--- src/shared/pwk_cfg.svh ---
// register offsets, field positions and reset values of the wake block
`ifndef PWK_CFG_SVH
`define PWK_CFG_SVH
`define PWK_IDX_FDD_RATE     8'hC2
`define PWK_IDX_SER1_FIFO    8'hC3
`define PWK_IDX_SER2_FIFO    8'hC4
`define PWK_IDX_WAKE_CTRL    8'hC5
`define PWK_IDX_WAKE_PEND    8'hC6
`define PWK_IDX_SRC_STATUS   8'hC7
`define PWK_IDX_SRC_ENABLE   8'hC8
`define PWK_FDD_RATE_MASK    8'hDF
`define PWK_SER_FIFO_MASK    8'hCF
`define PWK_CTRL_MASK        8'h01
`define PWK_PEND_MASK        8'h01
`define PWK_SRC_MASK         8'h1E
`define PWK_BIT_PORT2_RING   1
`define PWK_BIT_PORT1_RING   2
`define PWK_BIT_KEYBOARD     3
`define PWK_BIT_MOUSE        4
`define PWK_RST_BYTE         8'h00
`define PWK_RST_WORD         32'h0000_0000
`endif

--- src/shared/pwk_pkg.sv ---
// shared types of the wake block
package pwk_pkg;
	typedef logic [7:0] pwk_byte_t;
	typedef logic [31:0] pwk_word_t;
endpackage

--- src/rtl/pwk_top.sv ---
// wake logic, wake status registers and read-only shadows on avalon-mm
//
// Local design decision: register access over Avalon-MM.
`timescale 1ns/1ps
`include "pwk_cfg.svh"
module pwk_top (
	input  wire logic                SYS_CLK,
	input  wire logic                NRST,
	input  wire logic                STBY_NRST,
	input  wire logic [9:0]          AVS_ADDRESS,
	input  wire logic                AVS_READ,
	input  wire logic                AVS_WRITE,
	input  wire logic [31:0]         AVS_WRITEDATA,
	input  wire logic [3:0]          AVS_BYTEENABLE,
	output logic      [31:0]         AVS_READDATA,
	output logic                     AVS_WAITREQUEST,
	input  wire logic [7:0]          FDD_RATE_CTRL,
	input  wire logic [7:0]          SER1_FIFO_CTRL,
	input  wire logic [7:0]          SER2_FIFO_CTRL,
	input  wire logic                PORT1_RING_WAKE,
	input  wire logic                PORT2_RING_WAKE,
	input  wire logic                KEYBOARD_WAKE,
	input  wire logic                MOUSE_WAKE,
	output logic                     WAKE_REQUEST_N,
	output logic                     WAKE_REQUEST_OE,
	output logic                     IRQ
);
	// reset synchronisers, main and standby domains
	logic        main_s1_q, main_s2_q;
	logic        stby_s1_q, stby_s2_q;
	wire  logic  rst_n  = main_s2_q;
	wire  logic  srst_n = stby_s2_q;

	always_ff @(posedge SYS_CLK or negedge NRST) begin
		if (!NRST) begin
			main_s1_q <= 1'b0;
			main_s2_q <= 1'b0;
		end else begin
			main_s1_q <= 1'b1;
			main_s2_q <= main_s1_q;
		end
	end

	// standby reset synchroniser; it acts on the standby copy only and leaves the main copy alone
	always_ff @(posedge SYS_CLK or negedge STBY_NRST) begin
		if (!STBY_NRST) begin
			stby_s1_q <= 1'b0;
			stby_s2_q <= 1'b0;
		end else begin
			stby_s1_q <= 1'b1;
			stby_s2_q <= stby_s1_q;
		end
	end

	// wake pin synchronisers; first stage read only by second
	logic [4:0]  wk_s1_q, wk_s2_q;
	wire  logic [4:0] wk_pins = {MOUSE_WAKE, KEYBOARD_WAKE, PORT1_RING_WAKE,
		PORT2_RING_WAKE, 1'b0};

	always_ff @(posedge SYS_CLK or negedge srst_n) begin
		if (!srst_n) begin
			wk_s1_q <= 5'h00;
			wk_s2_q <= 5'h00;
		end else begin
			wk_s1_q <= wk_pins;
			wk_s2_q <= wk_s1_q;
		end
	end

	// bus handshake: one wait cycle, then answer
	logic              wait_q;
	pwk_pkg::pwk_word_t rdata_q;
	wire  logic        req    = AVS_READ | AVS_WRITE;
	wire  logic        accept = req & wait_q;
	wire  logic        wr_fire = AVS_WRITE & ~wait_q & AVS_BYTEENABLE[0];
	wire  logic [7:0]  idx    = AVS_ADDRESS[9:2];
	wire  logic [7:0]  wbyte  = AVS_WRITEDATA[7:0];
	wire  logic        hit_ctrl = (idx == `PWK_IDX_WAKE_CTRL);
	wire  logic        hit_pend = (idx == `PWK_IDX_WAKE_PEND);
	wire  logic        hit_stat = (idx == `PWK_IDX_SRC_STATUS);
	wire  logic        hit_en   = (idx == `PWK_IDX_SRC_ENABLE);

	// wake state, standby domain
	logic              glob_en_q;
	logic              pend_q;
	pwk_pkg::pwk_byte_t stat_q, en_q;

	// record events regardless of enables; disabled still recorded
	wire  pwk_pkg::pwk_byte_t ev = {3'b000, wk_s2_q} & `PWK_SRC_MASK;
	// write one clears, event set wins over clear
	wire  pwk_pkg::pwk_byte_t stat_clr = (wr_fire & hit_stat) ? (wbyte & `PWK_SRC_MASK)
		: `PWK_RST_BYTE;
	wire  pwk_pkg::pwk_byte_t stat_d = ((stat_q & ~stat_clr) | ev) & `PWK_SRC_MASK;
	// pending set by any enabled event, independent of global enable
	wire  logic        pend_set = |(ev & en_q);
	wire  logic        pend_clr = wr_fire & hit_pend & wbyte[0];
	wire  logic        pend_d   = pend_set | (pend_q & ~pend_clr);
	// drive only with global enable and the next pending value pend_d, so a new enabled event drives in the same edge
	wire  logic        wake_d   = glob_en_q & pend_d;

	always_ff @(posedge SYS_CLK or negedge srst_n) begin
		if (!srst_n) begin
			glob_en_q <= 1'b0;
			pend_q    <= 1'b0;
			stat_q    <= `PWK_RST_BYTE;
			en_q      <= `PWK_RST_BYTE;
		end else begin
			pend_q <= pend_d;
			stat_q <= stat_d;
			if (wr_fire && hit_ctrl) begin
				glob_en_q <= wbyte[0];
			end
			if (wr_fire && hit_en) begin
				en_q <= wbyte & `PWK_SRC_MASK;
			end
		end
	end

	// outputs of the wake path, open drain style
	always_ff @(posedge SYS_CLK or negedge srst_n) begin
		if (!srst_n) begin
			WAKE_REQUEST_N  <= 1'b1;
			WAKE_REQUEST_OE <= 1'b0;
			IRQ             <= 1'b0;
		end else begin
			// released pin when global enable is zero
			WAKE_REQUEST_N  <= ~wake_d;
			WAKE_REQUEST_OE <= wake_d;
			IRQ             <= |(stat_d & en_q);
		end
	end

	// read mux; shadows with reserved bits as zero
	wire  pwk_pkg::pwk_byte_t rmux =
		(idx == `PWK_IDX_FDD_RATE)  ? (FDD_RATE_CTRL & `PWK_FDD_RATE_MASK) :
		(idx == `PWK_IDX_SER1_FIFO) ? (SER1_FIFO_CTRL & `PWK_SER_FIFO_MASK) :
		(idx == `PWK_IDX_SER2_FIFO) ? (SER2_FIFO_CTRL & `PWK_SER_FIFO_MASK) :
		hit_ctrl ? {7'h00, glob_en_q} :
		hit_pend ? {7'h00, pend_q} :
		hit_stat ? stat_q :
		hit_en   ? en_q : `PWK_RST_BYTE;

	always_ff @(posedge SYS_CLK or negedge rst_n) begin
		if (!rst_n) begin
			wait_q  <= 1'b1;
			rdata_q <= `PWK_RST_WORD;
		end else begin
			wait_q <= ~accept;
			if (accept && AVS_READ) begin
				rdata_q <= {24'h000000, rmux};
			end
		end
	end

	assign AVS_WAITREQUEST = wait_q;
	assign AVS_READDATA    = rdata_q;
endmodule

--- config.mk ---
export PLATFORM = sky130hd
export DESIGN_NAME = pwk_top
export DESIGN_NICKNAME = d
export VERILOG_FILES = /design/src/shared/pwk_pkg.sv /design/src/rtl/pwk_top.sv
export VERILOG_INCLUDE_DIRS = /design/src /design/src/shared
export SDC_FILE = /design/constraint.sdc
export NUM_CORES = 1
export LEC_CHECK = 0
export ABC_AREA = 1
export BUFFER_PORTS_ARGS = -buffer_cell sky130_fd_sc_hd__buf_2
export CAP_MARGIN = 20
export CORE_MARGIN = 3
export CORE_UTILIZATION = 38
export DETAILED_ROUTE_END_ITERATION = 10
export GPL_TIMING_DRIVEN = 1
export HOLD_SLACK_MARGIN = 0.03
export MAX_ROUTING_LAYER = met4
export PLACE_DENSITY = 0.87
export RECOVER_POWER = 50
export SKIP_LAST_GASP = 1
export SLEW_MARGIN = 10
export SYNTH_ARGS = -nofsm -noshare
export SYNTH_HDL_FRONTEND = slang
export SYNTH_SLANG_ARGS = --single-unit
--- constraint.sdc ---
create_clock -name SYS_CLK -period 0.8 [get_ports SYS_CLK]
set_input_delay 0.2 -clock SYS_CLK [delete_from_list [all_inputs] [get_ports SYS_CLK]]
set_output_delay 0.2 -clock SYS_CLK [all_outputs]
set_load 0.05 [all_outputs]
# After elaboration in Yosys (flattened, before gate mapping)
# Index checks and enable logic that the tools add are counted.
[op_classes]
n_eq_ne = 7
muxes = 8
bitwise = 19
reduce_logical = 5
[op_table]
columns = ["operator", "n"]
rows = [
  ["8-bit == test (second input constant)", 7],
  ["8-bit 2-to-1 mux", 4],
  ["5-bit 2-to-1 mux", 4],
  ["8-bit OR reduction", 2],
  ["5-bit AND", 3],
  ["1-bit AND", 8],
  ["5-bit NOT", 1],
  ["5-bit bitwise OR", 1],
  ["1-bit NOT", 4],
  ["1-bit logical AND", 3],
  ["1-bit bitwise OR", 2],
]
[totals]
reg_bits = 34
inputBits = 79
out_inout_bits = 36
elab_cells = 54

# Longest topological paths before layout
# Gate-level depths: netlist of run 1.
[depth]
depth_word = 10
mapped_depth = 11
mapped_depth_nobuf = 10

# Worst setup path before layout of run 1
# Ideal clock, no wire load.
[synth_path]
path_type = "reg-to-reg"
from = "register wait_q, in the netlist AVS_WAITREQUEST"
to = "register rdata_q[0], in the netlist AVS_READDATA[0]"
setup_time_ns = 0.066
arrival_ns = 1.395
required_ns = 0.734
slack_ns = -0.661
path_stages_with_launch = 7
n_path_buf = 0
synth_period_minus_slack_ns = 1.461
cell_sequence = "dfstp_2 -> nand3_1 -> inv_1 -> o21ai_0 -> inv_1 -> nand2_1 -> nand2_1"
[synth_between]
elab_chain_len = 2
[synth_lines]
columns = ["item", "line", "text"]
rows = [
  ["from (decl)", "pwk_top.sv:71", "logic wait_q;"],
  ["from (signal assigned)", "pwk_top.sv:148", "wait_q <= ~accept;"],
  ["1-bit AND", "pwk_top.sv:74", "wire logic accept = req & wait_q;"],
  ["1-bit logical AND", "pwk_top.sv:149", "if (accept && AVS_READ) begin"],
  ["to (signal assigned)", "pwk_top.sv:146", "rdata_q <= `PWK_RST_WORD;"],
  ["to (signal assigned)", "pwk_top.sv:150", "rdata_q <= {24'h000000, rmux};"],
  ["to (decl)", "pwk_top.sv:72", "pwk_pkg::pwk_word_t rdata_q;"],
]
# No other way between the ends.
# A chain may end at the register's enable or synchronous reset.

# Final worst setup path of run 1
[layout_path]
from = "register wait_q, in the netlist AVS_WAITREQUEST"
to = "output AVS_WAITREQUEST"
[layout_lines]
columns = ["item", "line", "text"]
rows = [
  ["to (decl)", "pwk_top.sv:16", "output logic AVS_WAITREQUEST,"],
]
# No word-level cell between the ends.

==> flow_summary_export.csv, run 1 <==
group,metric,value,unit
status,outcome,"complete, but fails checks",
status,violations,"negative setup slack",
placed_design,gp_congestion,0.8530,
setup_path,cp-end-kind,"primary output",
routing,via_per_inst,4.883,
setup_path,crit_type,"register to primary output",
setup_path,cpLargestDelayFamily,"flip-flops",
routing,wl,4541,um
grt,grt_pass1_vias,1517,
timing,fin_skew,0.004864,ns
timing,min_period,1.357,ns
floorplan,rows,24,
timing,slew_headroom,65.84,%
final_layout,drive_above_1_share,45.70,%
logic_synthesis,synthesis.area,1750,um^2
floorplan,start_util,39.65,%
logic_synthesis,yosys.area.top_type,"dfrtp_1",
setup_path,reg2reg_depth,8,
timing,finalSetupViolations,32,
grt,gr-total-overflow,0,
floorplan,ioPinCount,115,
clock_tree,cts_tree,"done",
grt,antenna_found_initial,0,
timing,setup_slack,-0.5567,ns
routing,drc,0,
power,p_per_area,1601,nW/um^2
timing,hold_viol_final,0,
setup_path,cp.required,0.60,ns
clock_tree,clock-sinks,33,
floorplan,core_area,4414,um^2
logic_synthesis,yosys_warnings,0,
logic_synthesis,synth_top_area_share,44.32,%
final_layout,fin_util,58.53,%
setup_path,crit_arrival,1.16,ns
grt,grtUsageTotal,16.87,%
timing,rsz0062_at_grt,"true",
floorplan,die_h,73.87,um
routing,wire_per_inst,13.24,um
setup_path,startpoint,"AVS_WAITREQUEST",
clock_tree,path_clk_slew,0.07,ns
final_layout,n_fill_cell,354,
power,vdd_drop_max,0.001321,V
floorplan,die_area,5457,um^2
routing,drtIter0Drc,100,
floorplan,dieWidth,73.87,um
logic_synthesis,yosysUniqueCellTypes,28,
logic_synthesis,avgSynthCellArea,8.931,um^2
timing,hold_slack,0.1353,ns
setup_path,worst-path-buf-inv,2,
setup_path,r2r-end,"AVS_READDATA[0]",
final_layout,antenna_cells,0,
power,p_leak,1.359,nW
clock_tree,clock_path_buffers,2,
final_layout,finalNetCount,369,
worst_hold_path,hold_class,"register to async pin",
clock_tree,clk_root_buffer_cell,"clkbuf_8",
logic_synthesis,syn-instance-count,196,
grt,grt_max_degree,22,
setup_path,endpoint,"AVS_WAITREQUEST",
timing,worstMarginPinSlew,0.5124,ns
final_layout,regArea,840.8,um^2
setup_path,path_cells,"buf_6 -> buf_8",
logic_synthesis,seq_area_frac_synth,47.32,%
routing,vias,1675,
setup_path,cp_slowest_stage_delay,0.63,ns
routing,first_pass_iters,4,
placed_design,portBuffers,52,
setup_path,crit_cells,2,
setup_path,slowest_stage,"dfstp_4",
clock_tree,cts-htree-levels,2,
final_layout,multi_input_area,810.8,um^2
grt,grt_pass1_wl,6748,um
final_layout,area_growth,47.61,%
routing,ant_nets,0,
setup_path,r2r_setup_slack,-0.53,ns
logic_synthesis,synth_area_leaders,"dfrtp_1 (44%), buf_4 (11%), nand2_1 (9.6%)",
placed_design,pre_cts_slack,-0.5605,ns
timing,period_share,169.6,%
clock_tree,clock_latency,0.29,ns
setup_path,crit_path_max_fanout,2,
timing,slew_violations,0,
setup_path,crit_path_start_kind,"register",
clock_tree,cts_made_buffers,5,
placed_design,hpwlAfterDp,3225,um
job,max_cap_violations,0,
setup_path,rr_startpoint,"AVS_WAITREQUEST",
logic_synthesis,ys_ff_latch,33,
timing,fmax,737.1,MHz
-- flip-flops by register name, indices dropped and copies added, names as in the netlist, 4 cells and up --
name / flops
wk_s2_q: 4
AVS_READDATA: 7
stat_q: 4
wk_s1_q: 4
en_q: 4
-- synthesized netlist by cell type --
master,instances
nand2_1,45
dfrtp_1,31
nand3_1,28
buf_4,26
inv_1,19
nand4_1,10
nor2_1,4
mux2_4,3
nand2_2,3
o21ai_0,3
buf_2,2
conb_1,2
dfstp_2,2
nor2_2,2
nor2_4,2
o211ai_1,2
a21oi_1,1
a221oi_1,1
a31oi_1,1
inv_2,1
mux2_1,1
nand2_4,1
nand3_2,1
nand3_4,1
nand3b_1,1
nor2_8,1
nor3_4,1
o21ai_1,1
-- metrics by stage --
stage	instance area, um^2	setup TNS (ns)	power (W)	std cells
2_1_floorplan	1866	-7.516	0.002319	221
3_5_place_dp	2191	-9.063	0.002469	321
5_1_grt	2584	-13.56	0.004303	343
6_report	2584	-12.09	0.004136	343
3_3_place_gp	2191	-8.388	0.002459	321
4_1_cts	2517	-12.19	0.004140	339
-- worst min-delay path by stage --
| stage | slack [ns] | cells past startpoint | end | from |
|---|---|---|---|---|
| floorplan | -0.1 | 0 | main_s1_q | NRST |
| global placement | -0.01 | 1 | main_s2_q | NRST |
| detailed placement | -0.01 | 1 | stby_s1_q | STBY_NRST |
| CTS | 0.15 | 0 | AVS_READDATA[0] | main_s2_q |
| global route | 0.17 | 0 | AVS_READDATA[0] | main_s2_q |
| finish | 0.14 | 0 | AVS_READDATA[3] | main_s2_q |
-- metal layers --
| metal | part of all wire (%) | GRT usage, % | vias up |
|---|---|---|---|
| met5 | 0 | - | - |
| met4 | 1.8 | 8.249 | 0 |
| met3 | 8.7 | 4.514 | 11 |
| met2 | 52 | 26.38 | 91 |
| met1 | 38 | 20.02 | 800 |
| li1 | - | - | 773 |
-- cell families after synthesis --
logic type / synth area share (%)
AOI/OAI and AO/OA: 3.144
muxes: 3.216
and+or+nand+nor: 29.88
other: 0.4290
buffers and inverters: 16.01
DFF: 47.32
-- report_power, final --
group	internal, W	switching, W
clock	0.000932	0.000652
sequential	0.00172	0.0000320
combinational	0.000254	0.000542
total	0.00291	0.00123
-- placed cells by master (no fill, tap or decap), types with 5 or more instances in the layout --
| cell | count |
|---|---|
| buf_2 | 39 |
| buf_4 | 25 |
| buf_6 | 11 |
| buf_8 | 5 |
| clkbuf_8 | 5 |
| conb_1 | 27 |
| dfrtp_1 | 24 |
| dfrtp_2 | 7 |
| dlygate4sd3_1 | 6 |
| inv_1 | 18 |
| nand2_1 | 35 |
| nand2_2 | 11 |
| nand3_1 | 26 |
| nand4_1 | 10 |
-- final cells by class --
class | instances | share of cell area (%)
multi-input combinational | 140 | 31.38
timing repair buffer | 90 | 26.10
sequential | 33 | 32.54
tap | 52 | 2.518
inverter | 20 | 3.002
clock inverter | 3 | 1.792
clock buffer | 5 | 2.663
-- what timing repair did --
item / in CTS / in global routing
buffers inserted: 4 / 4
gates cloned: 0 / 0
gates resized for setup: 38 / 16
hold buffers: 6 / 0
endpoints found under the setup margin: 32 / 32
pin swaps: 11 / 10
endpoints found under the hold margin: 8 / 0
No activity file was read; power rests on OpenSTA's default activity.
==> run 2, diff against run 1 <==
- ABC_AREA: 1 -> unset
- CORE_MARGIN: 3 -> unset
- PLACE_DENSITY: 0.87 -> 0.88
==> run 2 against run 1 <==
- maximum frequency fell by 23%
- first-iteration DRC count fell by 5.0%
- global-route usage rose by 3.2 points
- register-to-register slack got worse by 0.42 ns
- total power rose by 4.1%
- routed wire length rose by 2.0%
- critical path type is now register to register
- the flow still finishes with violations (negative setup slack)
- synthesized cell count fell by 13%
- sequential cell count did not move
- clock skew rose by 0.0043 ns
- via count rose by 1.1%
- clock power fell by 3%
==> flow_summary_export.csv, run 2 <==
group,metric,value,unit
floorplan,rows,24,
routing,wl,4631,um
timing,fmax,570.9,MHz
clock_tree,clk_root_buffer_cell,"clkbuf_8",
setup_path,crit_path_start_kind,"register",
routing,wl_met1,1770,um
floorplan,ioPinCount,115,
logic_synthesis,synth_mux_area_share,3.266,%
logic_synthesis,synth_most_common_cell,"dfrtp_1",
routing,top_layer,"met4",
final_layout,final_cell_mix,"buf_4 (42), buf_2 (37), conb_1 (27)",
final_layout,layout_commonest_cell,"buf_4",
timing,slew_headroom,65.69,%
logic_synthesis,yosys_warnings,0,
logic_synthesis,syn-instance-count,170,
final_layout,finalNetCount,358,
timing,rsz0062_at_grt,"true",
timing,worstMarginPinSlew,0.5146,ns
timing,period_share,219.0,%
final_layout,largest_register_ffs,7,
logic_synthesis,synth_edf_count,0,
routing,via_per_inst,5.099,
worst_hold_path,hold_class,"input pin to register",
setup_path,cp.required,0.96,ns
final_layout,n_fill_cell,354,
power,p_per_area,1613,nW/um^2
logic_synthesis,synth_area_leaders,"dfrtp_1 (45%), buf_4 (11%), nand2_1 (4.1%)",
power,power,0.004305,W
logic_synthesis,synthXorXnorAreaFrac,0,%
grt,gr-total-overflow,0,
grt,grt_max_degree,22,
grt,grt_pass1_vias,1663,
floorplan,dieWidth,69.36,um
logic_synthesis,async_reset_ff_share,100.0,%
logic_synthesis,synth_top_family_by_area,"compound AO/OA/AOI/OAI gates",
final_layout,drive_above_1_share,48.57,%
clock_tree,cts_tree,"done",
power,vdd_drop_max,0.001141,V
clock_tree,clock_latency,0.29,ns
final_layout,stdcell_area,2669,um^2
logic_synthesis,yosysUniqueCellTypes,42,
routing,wl_met3,290,um
setup_path,crit_type,"register to register",
timing,min_period,1.752,ns
clock_tree,clock_path_buffers,2,
floorplan,die_h,69.36,um
clock_tree,cts_made_buffers,5,
logic_synthesis,synthesis.area,1724,um^2
routing,first_pass_iters,4,
routing,wl_met2,2418,um
timing,finalSetupViolations,32,
routing,vias,1693,
grt,grtUsageTotal,20.12,%
routing,drtIter0Drc,95,
placed_design,gp_congestion,0.9457,
timing,fin_skew,0.009198,ns
floorplan,die_area,4811,um^2
logic_synthesis,synth_compound_area_share,18.21,%
routing,drc,0,
placed_design,placed_area,2258,um^2
setup_path,cp-end-kind,"register",
logic_synthesis,synth_top_area_share,44.99,%
timing,slew_violations,0,
final_layout,fin_util,61.29,%
status,violations,"negative setup slack",
logic_synthesis,synth_simple_gate_area_share,16.55,%
clock_tree,path_clk_slew,0.07,ns
timing,setup_slack,-0.9516,ns
status,outcome,"complete, but fails checks",
logic_synthesis,synth_commonest_cells,"dfrtp_1 (31), buf_4 (26), nand2_1 (19), o21ai_0 (8), a22oi_1 (7)",
clock_tree,cts-htree-levels,2,
job,max_cap_violations,0,
timing,hold_viol_final,0,
placed_design,hpwlAfterDp,3206,um
placed_design,portBuffers,52,
logic_synthesis,yosys.area.top_type,"dfrtp_1",
logic_synthesis,synth-main-ff-cell,"dfrtp_1",
clock_tree,clock-sinks,33,
grt,antenna_found_initial,0,
floorplan,start_util,39.60,%
logic_synthesis,ys_ff_latch,33,
power,p_leak,1.295,nW
logic_synthesis,seq_area_frac_synth,48.04,%
setup_path,crit_path_max_fanout,5,
routing,wire_per_inst,13.95,um
grt,grt_pass1_wl,7279,um
final_layout,area_growth,54.79,%
logic_synthesis,synth-adder-area-share,0,%
setup_path,crit_arrival,1.92,ns
floorplan,core_area,4354,um^2
logic_synthesis,avgSynthCellArea,10.14,um^2
routing,ant_nets,0,
final_layout,antenna_cells,0,
[run 2: cell type report]
type	instances	area (um^2)	share of cell area (%)
clock inverter	2	35.03	1.313
multi-input combinational	126	838.3	31.41
sequential	33	837.1	31.36
clock buffer	6	72.57	2.719
inverter	6	22.52	0.8439
tap	52	65.06	2.438
timing repair buffer	107	798.3	29.91
[run 2: path summary, 6_finish.rpt]
check,from,to,slack (ns),cells after the start
setup / recovery,AVS_WAITREQUEST,IRQ,-0.95,5
hold / removal,AVS_WRITE,AVS_WAITREQUEST,0.08,2
setup reg to reg,AVS_WAITREQUEST,IRQ,-0.95,5
hold reg to reg,main_s2_q,AVS_READDATA[3],0.12,0
max in group asynchronous,srst_n,WAKE_REQUEST_N,0.15,1
min in group asynchronous,main_s2_q,AVS_READDATA[3],0.12,0
[run 2: logic make-up (layout without fill, tap and decap cells)]
kind of cell,count (synthesis),after routing
AO/OA/AOI/OAI,45,45
buffers and inverters,36,121
flip-flops,33,33
multiplexers,5,5
other,2,27
AND/OR/NAND/NOR,49,49
[run 2: power breakdown]
part / internal (W) / total (W) / switching, W / leakage [nW]
Sequential: 0.00175 / 0.00180 / 0.0000512 / 0.391
Combinational: 0.000373 / 0.000977 / 0.000604 / 0.849
Clock: 0.000924 / 0.00153 / 0.000608 / 0.0552
Total: 0.00304 / 0.00431 / 0.00126 / 1.30
[run 2: critical path, stage by stage, from the launching register on]
cell	delay, ns
dfstp_2	0.37
nand3b_1	0.23
nor4_4	0.25
buf_4	0.18
a31oi_1	0.07
or4_1	0.52
[run 2: metrics by stage]
step / cells / hold WS, ns / TNS (ns) / setup slack (ns)
finish: 332 / 0.07968 / -16.63 / -0.9516
global route: 332 / 0.07818 / -17.71 / -0.9832
detailed placement: 309 / -0.01104 / -17.85 / -1.105
CTS: 332 / 0.07281 / -16.53 / -0.9174
global placement: 309 / -0.01453 / -17.17 / -1.059
floorplan: 195 / -0.09559 / -14.91 / -1.049
[run 2: repair_timing]
item,in CTS,in global routing
hold buffers,6,0
cloned,0,0
endpoints found under the setup margin,32,32
buffers inserted,10,2
gates resized for setup,48,6
endpoints found under the hold margin,8,0
pin swaps,10,7
[run 2: metal layers]
layer  track usage (%)  vias to the layer above
met5                 -                        -
met2             34.84                       76
met3             5.523                       16
met4             10.20                        0
li1                  -                      779
met1             20.83                      822
==> run 3, diff against run 2 <==
==> constraint.sdc (replaced) <==
create_clock -name SYS_CLK -period 0.8 [get_ports SYS_CLK]
set_input_delay 0.16 -clock SYS_CLK [delete_from_list [all_inputs] [get_ports SYS_CLK]]
set_output_delay 0.16 -clock SYS_CLK [all_outputs]
set_load 0.05 [all_outputs]
==> run 3 against run 2 <==
- critical path depth stayed put
- largest cell class unchanged
- count of clock-buffer cells in the layout unchanged
- worst hold slack got worse by 0.039 ns
- the flow still finishes with violations (negative setup slack)
- setup slack worse by 0.038 ns
- sequential power is essentially flat
- global-route usage grew 1.3 points
==> flow_summary_export.csv, run 3 (synthesized netlist as in run 2, its figures left out) <==
group,metric,value,unit
timing,fmax,558.7,MHz
clock_tree,clock_path_buffers,2,
timing,slew_violations,0,
grt,grt_max_degree,19,
clock_tree,path_clk_slew,0.07,ns
timing,hold_slack,0.04041,ns
status,outcome,"complete, but fails checks",
final_layout,finalNetCount,358,
power,vdd_drop_max,0.0008018,V
setup_path,startpoint,"AVS_WAITREQUEST",
timing,fin_skew,0.005615,ns
placed_design,pre_cts_slack,-1.071,ns
setup_path,rr_startpoint,"AVS_WAITREQUEST",
floorplan,die_area,4811,um^2
floorplan,rows,24,
routing,wl,4997,um
routing,first_pass_iters,5,
grt,antenna_found_initial,0,
grt,grtUsageTotal,21.38,%
worst_hold_path,hold_class,"register to async pin",
setup_path,crit_path_max_fanout,6,
clock_tree,cts_tree,"done",
floorplan,ioPinCount,115,
final_layout,stdcell_area,2718,um^2
timing,fin_tns_setup,-17.63,ns
placed_design,gp_congestion,0.9312,
placed_design,placed_area,2212,um^2
clock_tree,clock_latency,0.29,ns
setup_path,slowest_stage,"or4_1",
status,violations,"negative setup slack",
final_layout,n_fill_cell,324,
setup_path,cp-end-kind,"register",
routing,via_per_inst,5.223,
final_layout,area_growth,57.62,%
floorplan,die_h,69.36,um
setup_path,cp_slowest_stage_delay,0.51,ns
power,p_per_area,1667,nW/um^2
setup_path,cp.required,0.96,ns
timing,min_period,1.790,ns
timing,finalSetupViolations,32,
clock_tree,cts-htree-levels,2,
routing,drtIter0Drc,151,
placed_design,portBuffers,52,
grt,grt_pass1_wl,7679,um
setup_path,path_cells,"nand3b_1 -> nor4_4 -> buf_4 -> a31oi_1 -> or4_1",
clock_tree,clock-sinks,33,
grt,gr-total-overflow,0,
final_layout,largest_register_ffs,7,
routing,wire_per_inst,15.05,um
setup_path,crit_arrival,1.95,ns
routing,drc,0,
timing,hold_viol_final,0,
final_layout,antenna_cells,0,
placed_design,hpwlAfterDp,3115,um
clock_tree,cts_made_buffers,5,
grt,grt_pass1_vias,1657,
clock_tree,clk_root_buffer_cell,"clkbuf_8",
floorplan,start_util,39.60,%
routing,vias,1734,
timing,slew_headroom,64.11,%
timing,worstMarginPinSlew,0.5338,ns
timing,rsz0062_at_grt,"true",
floorplan,dieWidth,69.36,um
power,p_leak,1.329,nW
final_layout,final_cell_mix,"buf_2 (40), buf_4 (38), dfrtp_1 (31)",
routing,ant_nets,0,
final_layout,drive_above_1_share,46.07,%
final_layout,layout_commonest_cell,"buf_2",
timing,setup_slack,-0.9899,ns
setup_path,crit_path_start_kind,"register",
job,max_cap_violations,0,
floorplan,core_area,4354,um^2
setup_path,crit_type,"register to register",
timing,period_share,223.7,%
## run 3: changes by cell type in the layout (fill, tap and decap cells not counted), sizes merged
cell,previous run,this run
clkbuf,9,8
clkinv,1,0
clkinvlp,0,1
dlygate4sd3,6,7
## run 3: final cells by class
cell class | count | area [um^2] | area share [%]
clock buffer | 6 | 82.58 | 3.039
clock inverter | 2 | 37.54 | 1.381
inverter | 6 | 22.52 | 0.8287
multi-input combinational | 126 | 882.1 | 32.46
sequential | 33 | 828.3 | 30.48
tap | 52 | 65.06 | 2.394
timing repair buffer | 107 | 799.5 | 29.42
## run 3: power by group
part / switching [W] / internal (W)
Clock: 0.000641 / 0.00101
Combinational: 0.000644 / 0.000436
Sequential: 0.0000518 / 0.00174
Total: 0.00134 / 0.00319
## run 3: worst paths after layout
| kind | depth (start not counted) | slack (ns) | to |
|---|---|---|---|
| worst max-delay path | 5 | -0.99 | IRQ |
| worst min-delay path | 0 | 0.04 | wk_s1_q[4] |
| worst max register to register | 5 | -0.99 | IRQ |
| worst min register to register | 0 | 0.04 | wk_s1_q[4] |
| max in group asynchronous | 1 | 0.11 | WAKE_REQUEST_N |
| min in group SYS_CLK | 2 | 0.14 | glob_en_q |
## run 3: what timing repair did
| item | CTS | global route |
|---|---|---|
| endpoints found under the hold margin | 9 | 0 |
| hold buffers | 7 | 0 |
| resized for setup | 48 | 12 |
| gates cloned | 0 | 0 |
| setup buffers | 9 | 5 |
| pin swaps | 11 | 3 |
| endpoints found under the setup margin | 32 | 32 |
## run 3: critical path: cells and delay by family (launching register included)
kind | cells | cell delay, ns
simple gates | 3 | 1.02
buf+inv | 1 | 0.19
flops | 1 | 0.37
compound gates | 1 | 0.08
## run 3: metrics by stage
stage | cells | power (W) | utilization [%]
after floorplan | 195 | 0.002432 | -
after global placement | 304 | 0.002643 | 50.80
after detailed placement | 304 | 0.002660 | 50.80
after CTS | 328 | 0.004500 | 60.78
after global routing | 332 | 0.004694 | 62.41
final | 332 | 0.004530 | 62.41
## run 3: metal layers
metal  vias to the layer above  part of all wire [%]  track usage (%)
met5                         -                     0                -
met4                         0                   3.7            11.34
met3                        22                   7.6            6.250
met2                       109                    52            36.35
met1                       831                    36            22.29
li1                        772                     -                -
